<file path="src/dch_regs.svh">
// Purpose: offsets, bit positions and timing figures of the disk host port
// Assumes: 50 MHz core clock
// Notes: times in ns; cycle counts are derived from them
`ifndef DCH_REGS_SVH
`define DCH_REGS_SVH
`define DCH_CLK_NS 20
// register_select_line values
`define DCH_SEL_STATUS 1'h0
`define DCH_SEL_DATA 1'h1
// main_status bit positions
`define DCH_MSR_RQM 7
`define DCH_MSR_DIO 6
`define DCH_MSR_NDMA 5
`define DCH_MSR_BUSY 4
// overrun flag in result_status_byte_one, the result byte at index 1
`define DCH_RSB1_IDX 4'h1
`define DCH_RSB1_OVR 4
// service deadline per effective rate: 8 bit times less 16 clocks at 8 MHz
`define DCH_SVC_NS_125 62000
`define DCH_SVC_NS_250 30000
`define DCH_SVC_NS_500 14000
`define DCH_SVC_NS_1000 6000
// bit time per effective rate
`define DCH_BIT_NS_125 8000
`define DCH_BIT_NS_250 4000
`define DCH_BIT_NS_500 2000
`define DCH_BIT_NS_1000 1000
// host bridge APB word offsets
`define DCH_H_TX 8'h00
`define DCH_H_RXGO 8'h04
`define DCH_H_RXDATA 8'h08
`define DCH_H_STAT 8'h0C
`define DCH_H_DMA 8'h10
`endif
</file>
<file path="src/dch_pkg.sv">
// Purpose: types and shared functions of the disk host port
// Assumes: dch_regs.svh holds all figures
// Notes: cycle counts round down, they are longest times
package dch_pkg;
`include "dch_regs.svh"
   typedef enum logic [1:0] {DCH_IDLE = 2'b00, DCH_CMD = 2'b01,
      DCH_EXEC = 2'b10, DCH_RES = 2'b11} dch_phase_e;
   typedef enum logic [1:0] {DCH_R125 = 2'b00, DCH_R250 = 2'b01,
      DCH_R500 = 2'b10, DCH_R1000 = 2'b11} dch_rate_e;
   typedef enum logic [2:0] {DCH_H_IDLE = 3'b000, DCH_H_POLL = 3'b001,
      DCH_H_SAMP = 3'b010, DCH_H_XFER = 3'b011, DCH_H_GET = 3'b100,
      DCH_H_DMA = 3'b101, DCH_H_DWAIT = 3'b110} dch_host_e;
   // what the command decoder reports about the command under way
   typedef struct packed {
      logic [3:0] cmd_len;
      logic [3:0] res_len;
      logic [15:0] exec_len;
      logic exec_rd;
      logic seek;
      logic sense;
      logic [1:0] drive;
   } dch_prof_s;

   function automatic logic [11:0] dch_svc_cycles(input dch_rate_e r);
      unique case (r)
         DCH_R125: return 12'(`DCH_SVC_NS_125 / `DCH_CLK_NS);
         DCH_R250: return 12'(`DCH_SVC_NS_250 / `DCH_CLK_NS);
         DCH_R500: return 12'(`DCH_SVC_NS_500 / `DCH_CLK_NS);
         DCH_R1000: return 12'(`DCH_SVC_NS_1000 / `DCH_CLK_NS);
      endcase
   endfunction : dch_svc_cycles

   function automatic logic [8:0] dch_bit_cycles(input dch_rate_e r);
      unique case (r)
         DCH_R125: return 9'(`DCH_BIT_NS_125 / `DCH_CLK_NS);
         DCH_R250: return 9'(`DCH_BIT_NS_250 / `DCH_CLK_NS);
         DCH_R500: return 9'(`DCH_BIT_NS_500 / `DCH_CLK_NS);
         DCH_R1000: return 9'(`DCH_BIT_NS_1000 / `DCH_CLK_NS);
      endcase
   endfunction : dch_bit_cycles
endpackage : dch_pkg

</file>
<file path="src/dch_if.sv">
// Purpose: byte bus between processor side and disk controller
// Assumes: both ends on core_clk_in, strobes one cycle wide
// Notes: read data answers one cycle after select is set
`timescale 1ns/1ps
`default_nettype none
interface dch_if;
   logic register_select_line;
   logic rd_stb;
   logic wr_stb;
   logic [7:0] wdata;
   logic [7:0] rdata;
   logic dma_req;
   logic dma_ack;
   logic irq;
   modport dev (input register_select_line, rd_stb, wr_stb, wdata, dma_ack,
      output rdata, dma_req, irq);
   modport host (output register_select_line, rd_stb, wr_stb, wdata,
      dma_ack, input rdata, dma_req, irq);
endinterface : dch_if
`default_nettype wire

</file>
<file path="src/dch_device.sv">
// Purpose: controller end of the disk host port (status, data, DMA, irq)
// Assumes: command decoder supplies the command profile, disk engine
//    supplies read bytes and takes write bytes
// Notes: profile is sampled the cycle after the first command byte
`timescale 1ns/1ps
`default_nettype none
module dch_device import dch_pkg::*; (
   input wire logic core_clk_in, // core clock, 50 MHz
   input wire logic rst_in, // sync reset, high
   dch_if.dev bus, // processor-side byte bus
   input wire logic rate_pin_in, // async rate pin
   input wire logic fm_in, // FM encoding in use
   input wire logic dma_mode_in, // 1: execution bytes move by DMA
   input wire logic sw_rate_load_in, // pulse: mode command sets rate
   input wire dch_rate_e sw_rate_in, // rate from the mode command
   input wire dch_prof_s prof_in, // profile of command in cmd_byte_out
   input wire logic [7:0] res_byte_in, // result byte at res_idx_out
   input wire logic xdat_valid_in, // disk byte offered (read commands)
   input wire logic [7:0] xdat_in, // disk byte
   output logic xdat_ready_out, // disk byte will be taken
   output logic xdat_valid_out, // pulse: byte for the disk
   output logic [7:0] xdat_out, // byte for the disk
   output logic cmd_stb_out, // pulse: command byte written
   output logic cmd_first_out, // that byte was the first
   output logic [7:0] cmd_byte_out, // last command byte written
   output logic [3:0] res_idx_out, // index of result byte to read
   output logic overrun_out, // overrun seen in this command
   output dch_rate_e bit_rate_out // effective data rate
);
   dch_phase_e state_q, state_d;
   dch_prof_s prof_q;
   logic rqm_q, rqm_d;
   logic irq_q, irq_d;
   logic dreq_q, dreq_d;
   logic pend_q, pend_d;
   logic ack_q;
   logic [3:0] cmd_cnt_q;
   logic [15:0] exec_left_q;
   logic [3:0] seek_q, seek_d;
   logic [11:0] svc_q;
   logic [7:0] hold_q;
   logic [7:0] rdata_q;
   logic [7:0] status_w;
   logic byte_tick_w;
   dch_rate_gen dch_rate_gen_i (
      .core_clk_in(core_clk_in),
      .rst_in(rst_in),
      .rate_pin_in(rate_pin_in),
      .fm_in(fm_in),
      .sw_load_in(sw_rate_load_in),
      .sw_rate_in(sw_rate_in),
      .bit_tick_out(),
      .byte_tick_out(byte_tick_w),
      .bit_rate_out(bit_rate_out)
   );
   // profile is valid from the input only in the cycle after first byte
   wire dch_prof_s prof_w = cmd_first_out ? prof_in : prof_q;
   wire data_sel_w = (bus.register_select_line == `DCH_SEL_DATA) &&
      !bus.dma_ack;
   wire data_wr_w = bus.wr_stb && data_sel_w;
   wire data_rd_w = bus.rd_stb && data_sel_w;
   wire in_exec_w = (state_q == DCH_EXEC);
   wire ack_rise_w = bus.dma_ack && !ack_q;
   wire dma_xfer_w = in_exec_w && dma_mode_in && bus.dma_ack &&
      (prof_q.exec_rd ? bus.rd_stb : bus.wr_stb);
   wire pio_xfer_w = in_exec_w && !dma_mode_in &&
      (prof_q.exec_rd ? data_rd_w : data_wr_w);
   wire exec_xfer_w = pend_q && (dma_xfer_w || pio_xfer_w);
   wire new_cmd_w = data_wr_w &&
      (state_q == DCH_IDLE || state_q == DCH_RES);
   wire cmd_done_w = (state_q == DCH_CMD) && cmd_stb_out &&
      (cmd_cnt_q >= prof_w.cmd_len);
   wire first_res_w = (state_q == DCH_RES) && data_rd_w &&
      (res_idx_out == 4'h0);
   // read commands take a byte from the disk side, write commands ask
   // one per byte time
   wire pend_set_w = in_exec_w && !pend_q &&
      (prof_q.exec_rd ? xdat_valid_in : byte_tick_w);
   wire expire_w = pend_q && (svc_q == 12'h001) && !exec_xfer_w;
   wire ovr_byte_w = (res_idx_out == `DCH_RSB1_IDX) && overrun_out;

   always_comb begin
      state_d = state_q;
      unique case (state_q)
         DCH_IDLE: begin
            if (data_wr_w) begin
               state_d = DCH_CMD;
            end
         end
         DCH_CMD: begin
            if (cmd_done_w) begin
               if (prof_w.exec_len != 16'h0000) begin
                  state_d = DCH_EXEC;
               end else if (prof_w.res_len != 4'h0) begin
                  state_d = DCH_RES;
               end else begin
                  state_d = DCH_IDLE;
               end
            end
         end
         DCH_EXEC: begin
            if (exec_xfer_w && exec_left_q == 16'h0001) begin
               state_d = (prof_q.res_len != 4'h0) ? DCH_RES : DCH_IDLE;
            end
         end
         DCH_RES: begin
            if (data_wr_w) begin
               state_d = DCH_CMD;
            end else if (data_rd_w &&
                  res_idx_out == prof_q.res_len - 4'h1) begin
               state_d = DCH_IDLE;
            end
         end
      endcase
   end

   always_comb begin
      pend_d = (state_d == DCH_EXEC) &&
         (pend_set_w || (pend_q && !exec_xfer_w));
      // any data port byte drops the request for one cycle at least
      if (data_wr_w || data_rd_w || dma_xfer_w) begin
         rqm_d = 1'b0;
      end else if (state_d == DCH_EXEC) begin
         rqm_d = pend_d && !dma_mode_in;
      end else begin
         rqm_d = 1'b1;
      end
      if (in_exec_w && state_d == DCH_RES) begin
         irq_d = 1'b1;
      end else if (state_d == DCH_EXEC) begin
         irq_d = pend_d && !dma_mode_in;
      end else if (first_res_w) begin
         irq_d = 1'b0;
      end else begin
         irq_d = (state_d == DCH_RES) && irq_q;
      end
      dreq_d = (state_d == DCH_EXEC) && dma_mode_in && pend_d &&
         !ack_rise_w && (dreq_q || !pend_q);
      seek_d = (first_res_w && prof_q.sense) ? 4'h0 : seek_q;
      if (cmd_done_w && prof_w.seek) begin
         seek_d[prof_w.drive] = 1'b1;
      end
   end

   always_comb begin
      status_w = {4'h0, seek_q};
      status_w[`DCH_MSR_RQM] = rqm_q;
      status_w[`DCH_MSR_DIO] = (state_q == DCH_RES) ||
         (in_exec_w && prof_q.exec_rd);
      status_w[`DCH_MSR_NDMA] = in_exec_w && !dma_mode_in;
      status_w[`DCH_MSR_BUSY] = (state_q != DCH_IDLE);
   end

   wire [7:0] res_w = res_byte_in |
      (ovr_byte_w ? 8'(1 << `DCH_RSB1_OVR) : 8'h00);
   wire [7:0] data_w = (state_q == DCH_RES) ? res_w : hold_q;
   wire dsel_w = (bus.register_select_line == `DCH_SEL_DATA) ||
      bus.dma_ack;
   always_ff @(posedge core_clk_in) begin
      if (rst_in) begin
         state_q <= DCH_IDLE;
         prof_q <= '0;
         rqm_q <= 1'b1;
         irq_q <= 1'b0;
         dreq_q <= 1'b0;
         pend_q <= 1'b0;
         ack_q <= 1'b0;
         seek_q <= 4'h0;
         rdata_q <= 8'h00;
      end else begin
         state_q <= state_d;
         if (cmd_first_out) begin
            prof_q <= prof_in;
         end
         rqm_q <= rqm_d;
         irq_q <= irq_d;
         dreq_q <= dreq_d;
         pend_q <= pend_d;
         ack_q <= bus.dma_ack;
         seek_q <= seek_d;
         rdata_q <= dsel_w ? data_w : status_w;
      end
   end
   always_ff @(posedge core_clk_in) begin
      if (rst_in) begin
         cmd_cnt_q <= 4'h0;
         cmd_stb_out <= 1'b0;
         cmd_first_out <= 1'b0;
         cmd_byte_out <= 8'h00;
         res_idx_out <= 4'h0;
         overrun_out <= 1'b0;
      end else begin
         cmd_stb_out <= data_wr_w && state_q != DCH_EXEC;
         cmd_first_out <= new_cmd_w;
         if (data_wr_w && state_q != DCH_EXEC) begin
            cmd_byte_out <= bus.wdata;
            cmd_cnt_q <= new_cmd_w ? 4'h1 : cmd_cnt_q + 4'h1;
         end
         if (state_q != DCH_RES) begin
            res_idx_out <= 4'h0;
         end else if (data_rd_w) begin
            res_idx_out <= res_idx_out + 4'h1;
         end
         if (expire_w) begin
            overrun_out <= 1'b1;
         end else if (new_cmd_w) begin
            overrun_out <= 1'b0;
         end
      end
   end
   always_ff @(posedge core_clk_in) begin
      if (rst_in) begin
         exec_left_q <= 16'h0000;
         svc_q <= 12'h000;
         hold_q <= 8'h00;
         xdat_ready_out <= 1'b0;
         xdat_valid_out <= 1'b0;
         xdat_out <= 8'h00;
      end else begin
         if (cmd_done_w) begin
            exec_left_q <= prof_w.exec_len;
         end else if (exec_xfer_w) begin
            exec_left_q <= exec_left_q - 16'h0001;
         end
         // deadline restarts with every byte that becomes pending
         if (pend_set_w) begin
            svc_q <= dch_svc_cycles(bit_rate_out);
         end else if (pend_q && svc_q != 12'h000) begin
            svc_q <= svc_q - 12'h001;
         end
         if (pend_set_w && prof_q.exec_rd) begin
            hold_q <= xdat_in;
         end
         xdat_ready_out <= (state_d == DCH_EXEC) && prof_w.exec_rd &&
            !pend_d;
         xdat_valid_out <= exec_xfer_w && !prof_q.exec_rd;
         if (exec_xfer_w && !prof_q.exec_rd) begin
            xdat_out <= bus.wdata;
         end
      end
   end
   assign bus.rdata = rdata_q;
   assign bus.dma_req = dreq_q;
   assign bus.irq = irq_q;
endmodule : dch_device
`default_nettype wire

</file>
<file path="src/dch_rate_gen.sv">
// Purpose: bit rate choice and bit/byte timing ticks
// Assumes: rate pin is asynchronous
// Notes: software rate, once loaded, overrides the pin until reset
`timescale 1ns/1ps
`default_nettype none
module dch_rate_gen import dch_pkg::*; (
   input wire logic core_clk_in, // core clock
   input wire logic rst_in, // sync reset, high
   input wire logic rate_pin_in, // pin: high 500k, low 250k
   input wire logic fm_in, // FM encoding halves the rate, but not below 125k
   input wire logic sw_load_in, // pulse: load software rate
   input wire dch_rate_e sw_rate_in, // software rate code
   output logic bit_tick_out, // pulse per bit time
   output logic byte_tick_out, // pulse per 8 bit times
   output dch_rate_e bit_rate_out // effective rate
);
   logic [2:0] pin_sync_q;
   logic pin_lvl_q;
   logic sw_set_q;
   dch_rate_e sw_rate_q;
   logic [8:0] div_q;
   logic [2:0] bitn_q;
   wire dch_rate_e mfm_w = sw_set_q ? sw_rate_q :
      (pin_lvl_q ? DCH_R500 : DCH_R250);
   // FM runs one code below; a 125k software code cannot halve further
   wire dch_rate_e eff_w = (fm_in && mfm_w != DCH_R125) ?
      dch_rate_e'(mfm_w - 2'h1) : mfm_w;
   wire tick_w = (div_q == 9'h000);

   always_ff @(posedge core_clk_in) begin
      if (rst_in) begin
         pin_sync_q <= 3'h0;
         pin_lvl_q <= 1'b0;
         sw_set_q <= 1'b0;
         sw_rate_q <= DCH_R250;
         div_q <= 9'h000;
         bitn_q <= 3'h0;
         bit_tick_out <= 1'b0;
         byte_tick_out <= 1'b0;
         bit_rate_out <= DCH_R250;
      end else begin
         pin_sync_q <= {pin_sync_q[1:0], rate_pin_in};
         if (pin_sync_q[1] == pin_sync_q[2]) begin
            pin_lvl_q <= pin_sync_q[2];
         end
         if (sw_load_in) begin
            sw_set_q <= 1'b1;
            sw_rate_q <= sw_rate_in;
         end
         div_q <= tick_w ? dch_bit_cycles(eff_w) - 9'h001 : div_q - 9'h001;
         if (tick_w) begin
            bitn_q <= bitn_q + 3'h1;
         end
         bit_tick_out <= tick_w;
         byte_tick_out <= tick_w && (bitn_q == 3'h7);
         bit_rate_out <= eff_w;
      end
   end
endmodule : dch_rate_gen
`default_nettype wire

</file>
<file path="src/flat_wrapper.sv">
// flat-port wrapper written by rule: the top's interface ports become plain ports
module dch_device_flat import dch_pkg::*;
  (core_clk_in, rst_in, rate_pin_in, fm_in, dma_mode_in, sw_rate_load_in, sw_rate_in, prof_in, res_byte_in, xdat_valid_in, xdat_in, xdat_ready_out, xdat_valid_out, xdat_out, cmd_stb_out, cmd_first_out, cmd_byte_out, res_idx_out, overrun_out, bit_rate_out, bus_register_select_line, bus_rd_stb, bus_wr_stb, bus_wdata, bus_dma_ack, bus_rdata, bus_dma_req, bus_irq);
  dch_if bus_i ();
  input wire logic core_clk_in;
  input wire logic rst_in;
  input wire logic rate_pin_in;
  input wire logic fm_in;
  input wire logic dma_mode_in;
  input wire logic sw_rate_load_in;
  input wire dch_rate_e sw_rate_in;
  input wire dch_prof_s prof_in;
  input wire logic [7:0] res_byte_in;
  input wire logic xdat_valid_in;
  input wire logic [7:0] xdat_in;
  output logic xdat_ready_out;
  output logic xdat_valid_out;
  output logic [7:0] xdat_out;
  output logic cmd_stb_out;
  output logic cmd_first_out;
  output logic [7:0] cmd_byte_out;
  output logic [3:0] res_idx_out;
  output logic overrun_out;
  output dch_rate_e bit_rate_out;
  input wire logic [$bits(bus_i.register_select_line)-1:0] bus_register_select_line;
  input wire logic [$bits(bus_i.rd_stb)-1:0] bus_rd_stb;
  input wire logic [$bits(bus_i.wr_stb)-1:0] bus_wr_stb;
  input wire logic [$bits(bus_i.wdata)-1:0] bus_wdata;
  input wire logic [$bits(bus_i.dma_ack)-1:0] bus_dma_ack;
  output wire logic [$bits(bus_i.rdata)-1:0] bus_rdata;
  output wire logic [$bits(bus_i.dma_req)-1:0] bus_dma_req;
  output wire logic [$bits(bus_i.irq)-1:0] bus_irq;
  assign bus_i.register_select_line = bus_register_select_line;
  assign bus_i.rd_stb = bus_rd_stb;
  assign bus_i.wr_stb = bus_wr_stb;
  assign bus_i.wdata = bus_wdata;
  assign bus_i.dma_ack = bus_dma_ack;
  assign bus_rdata = bus_i.rdata;
  assign bus_dma_req = bus_i.dma_req;
  assign bus_irq = bus_i.irq;
  dch_device u_core (.core_clk_in(core_clk_in), .rst_in(rst_in), .bus(bus_i), .rate_pin_in(rate_pin_in), .fm_in(fm_in), .dma_mode_in(dma_mode_in), .sw_rate_load_in(sw_rate_load_in), .sw_rate_in(sw_rate_in), .prof_in(prof_in), .res_byte_in(res_byte_in), .xdat_valid_in(xdat_valid_in), .xdat_in(xdat_in), .xdat_ready_out(xdat_ready_out), .xdat_valid_out(xdat_valid_out), .xdat_out(xdat_out), .cmd_stb_out(cmd_stb_out), .cmd_first_out(cmd_first_out), .cmd_byte_out(cmd_byte_out), .res_idx_out(res_idx_out), .overrun_out(overrun_out), .bit_rate_out(bit_rate_out));
endmodule
</file>
<file path="config.mk">
export PLATFORM = sky130hd
export DESIGN_NAME = dch_device_flat
export DESIGN_NICKNAME = d
export VERILOG_FILES = /design/src/dch_pkg.sv /design/src/dch_if.sv /design/src/dch_device.sv /design/src/dch_rate_gen.sv /design/src/flat_wrapper.sv
export VERILOG_INCLUDE_DIRS = /design/src /design/src/src
export SDC_FILE = /design/constraint.sdc
export NUM_CORES = 1
export LEC_CHECK = 0
export ABC_CLOCK_PERIOD_IN_PS = 8290
export BUFFER_PORTS_ARGS = -buffer_cell sky130_fd_sc_hd__buf_4
export CORE_MARGIN = 2
export CORE_UTILIZATION = 55
export CTS_CLUSTER_SIZE = 14
export DETAILED_ROUTE_END_ITERATION = 10
export HOLD_SLACK_MARGIN = 0.02
export PLACE_DENSITY = 0.78
export SLEW_MARGIN = 20
export SYNTH_ARGS = -nofsm -noshare
export SYNTH_HDL_FRONTEND = slang
export SYNTH_SLANG_ARGS = --single-unit
</file>
<file path="constraint.sdc">
create_clock -name core_clk_in -period 8.29 [get_ports core_clk_in]
set_input_delay 2.0725 -clock core_clk_in [delete_from_list [all_inputs] [get_ports core_clk_in]]
set_output_delay 2.0725 -clock core_clk_in [all_outputs]
set_load 0.01 [all_outputs]
</file>
==> results by group <==
Status
  • Status: finished clean

Setup path
  • WP buf/inv: 2
  • WP data required: ~8.6 ns
  • CP Cell Sequence: buf_4 > mux2_2 > ha_1 > nor3b_1 > o21ai_0 > o2111a_1 > buf_4 > o311ai_0 > nor2_1 > mux2_2
  • Reg2Reg Setup Slack: 4.90 ns
  • Delay of the slowest critical-path stage: roughly 0.56 ns
  • Worst setup SP type: input port
  • Critical path arrival: 4.51 ns
  • Top delay family on crit path: compound AO/OA/AOI/OAI gates
  • Crit path depth: 10
  • CP endpoint kind: flip-flop
  • Slowest cell on crit path: o311ai_0
  • Crit Path Max Fanout: 40
  • Worst R2R Path Depth: 11
  • Kind of critical path: input port to flip-flop

Finish
  • Antenna Cells: 0
  • Share of layout cells above drive strength 1: 0.183
  • Finished Cell Area: 7760 µm²
  • Final core utilization: 0.706
  • Area Growth Syn to Fin: 24.2%
  • # nets final: 903

Timing
  • RSZ-0062 raised after global routing: false
  • Fin. Hold Viols: 0
  • Slew @ Worst Pin: 1.05 ns
  • Final min period: 4.20 ns
  • F_max: 0.238 GHz
  • Fin worst setup slack: 4.09 ns
  • Worst slew margin: 0.297
  • Final clock skew: 0.00575 ns
  • Final period util: 0.507
  • Final setup vio count: 0
  • Max-slew violation count: 0
  • Total Neg Setup Slack: 0 ns

GRT
  • Vias in the first global route: 5,240
  • First-pass GRT wire length: between 20,000 and 25,000 µm
  • Initial antenna violation count: 0
  • Overflow after GRT: 0
  • Total GRT Usage: 0.241
  • Pin count of the biggest net entering global routing: 110

Floorplanning
  • Core ar.: between 10,000 and 15,000 µm²
  • Die height: ~110 µm
  • Initial Util: 0.569
  • Die X: 111 µm
  • Cell Rows: 38
  • # IOs: a little over 100
  • Die area: 12,200 µm²

Drt
  • Routed vias: 5,445
  • Vias/cell: 5.68
  • # DRC: 0
  • DRT antenna net count: 0
  • Starting DRT DRC Count: about 330
  • Routed len/inst: 15.3 µm
  • WL final: 14,600 µm
  • TritonRoute pass-1 iters: 5

CTS
  • CTS resizes: 0
  • Clk root buf: clkbuf_16
  • CTS Buf Count: 17
  • Worst-skew pair later-pin latency: 0.42 ns
  • CTS tree: yes
  • Cts hold-fix bufs: 0
  • H-tree Lvls: 4
  • Sink Count: 135
  • Reg clk slew, reported paths: 0.05 ns
  • Post-CTS setup buffers: 0
  • Max Buffers Root-to-Sink: 2

Placement
  • GP Congestion: a little over 0.8
  • IO Port Bufs: 102
  • DP HPWL: ~10,000 µm
  • Post-Place Setup Slack: between 3 and 4 ns
  • Placed cell area: about 7100 µm²

Logic synthesis
  • Post-synthesis register bit count: 135
  • Mapped Nets: 812
  • Synth area leaders: dfxtp_1 43%, nor2_1 7.4%, mux2i_1 6.7%
  • Top-count cell post-synth: dfxtp_1
  • Post-Syn Area: 6250 µm²
  • Ys flop type: dfxtp_1
  • Area share of the largest cell type after synthesis: 0.433
  • Syn Area/Cell: 8.74 µm²
  • Yosys top cell by area: dfxtp_1
  • Post-synth EDFFs: 0
  • Sequential-to-total area share from yosys stat: 0.433
  • Netlist cell types: 50
  • Post-Syn Instances: 715
  • Post-synth top cells: 135 x dfxtp_1, 123 x nor2_1, 58 x nand2_1, 46 x a21oi_1, 42 x mux2i_1
  • FFs w/ async S/R, synth: 0
  • Yosys warns: 0

Worst hold path
  • Hold WC Path Type: flip-flop to flip-flop
  • Hold depth: 1

Power
  • P per Cell Area: 221 nW/µm²
  • Pleak: 3.19 nW
  • Peak supply drop: about 0.16 mV

Job
  • Max-cap violation count: 0
## state kept, by name (all words and copies together), names as in the netlist, 2 cells and up
name                                cells
u_core.prof_q                          29
u_core.exec_left_q                     16
u_core.svc_q                           12
u_core.dch_rate_gen_i.div_q             9
u_core.bus.rdata                        8
u_core.cmd_byte_out                     8
u_core.hold_q                           8
u_core.xdat_out                         8
u_core.cmd_cnt_q                        4
u_core.res_idx_out                      4
u_core.seek_q                           4
u_core.dch_rate_gen_i.bitn_q            3
u_core.dch_rate_gen_i.pin_sync_q        3
u_core.dch_rate_gen_i.bit_rate_out      2
u_core.dch_rate_gen_i.sw_rate_q         2
u_core.state_q                          2
## per-stage QoR
| stage | hold WS (ns) | total power (W) | cells |
|---|---|---|---|
| floorplan | 0.413 | 0.000836 | 715 |
| global placement | 0.421 | 0.000890 | 926 |
| detailed placement | 0.429 | 0.000899 | 926 |
| CTS | 0.440 | 0.00172 | 958 |
| global route | 0.460 | 0.00178 | 959 |
| finish | 0.435 | 0.00172 | 959 |
## placed cells by master (no fill, tap or decap), drive strengths merged, types with 5 or more instances in the layout
cell type / count
nand4: 7
nand3: 14
xor2: 22
nand2: 58
o21ai: 10
inv: 25
a21oi: 46
or4: 5
mux2i: 42
a31oi: 6
mux2: 7
clkbuf: 23
nor3b: 5
a211oi: 27
dfxtp: 135
xnor2: 13
nor4: 16
ha: 31
nor3: 28
nor2: 123
buf: 106
nor2b: 9
bufinv: 5
## power by group
part           internal [W]  leakage (nW)  switching [W]
logic             0.0000852          1.77       0.000105
registers          0.000677          1.09      0.0000217
clock network      0.000555         0.321       0.000273
## worst paths after layout
kind,startpoint,end
max,prof_in[25],u_core.bus.irq$_SDFF_PP0_
min,u_core.dch_rate_gen_i.div_q[0]$_SDFF_PP0_,u_core.dch_rate_gen_i.div_q[0]$_SDFF_PP0_
max reg2reg,u_core.cmd_first_out$_SDFF_PP0_,u_core.bus.dma_req$_SDFF_PP0_
min reg2reg,u_core.dch_rate_gen_i.div_q[0]$_SDFF_PP0_,u_core.dch_rate_gen_i.div_q[0]$_SDFF_PP0_
## logic make-up after synthesis
kind of cell | synth area share
and+or+nand+nor | 0.214
DFF | 0.433
AOI/OAI and AO/OA | 0.123
buffers and inverters | 0.0357
muxes | 0.0799
xor gates and xnor gates | 0.0527
adders and majority gates | 0.0621
## routing by layer
layer  vias to the layer above  share of wire  track usage
met2                       128           0.51        0.425
met1                      2612           0.43        0.282
met3                        25          0.048       0.0659
met4                         0          0.018       0.0808
met5                         -              0            0
li1                       2680              -            -
## cell type report
| class | instances | area (µm²) |
|---|---|---|
| multi-input combinational | 521 | 3320 |
| clock inverter | 9 | 170 |
| clock buffer | 23 | 478 |
| fill | 837 | 3230 |
| timing repair buffer | 106 | 816 |
| tap | 140 | 175 |
| sequential | 135 | 2700 |
| inverter | 25 | 93.8 |
(Power assumes the default switching activity.)
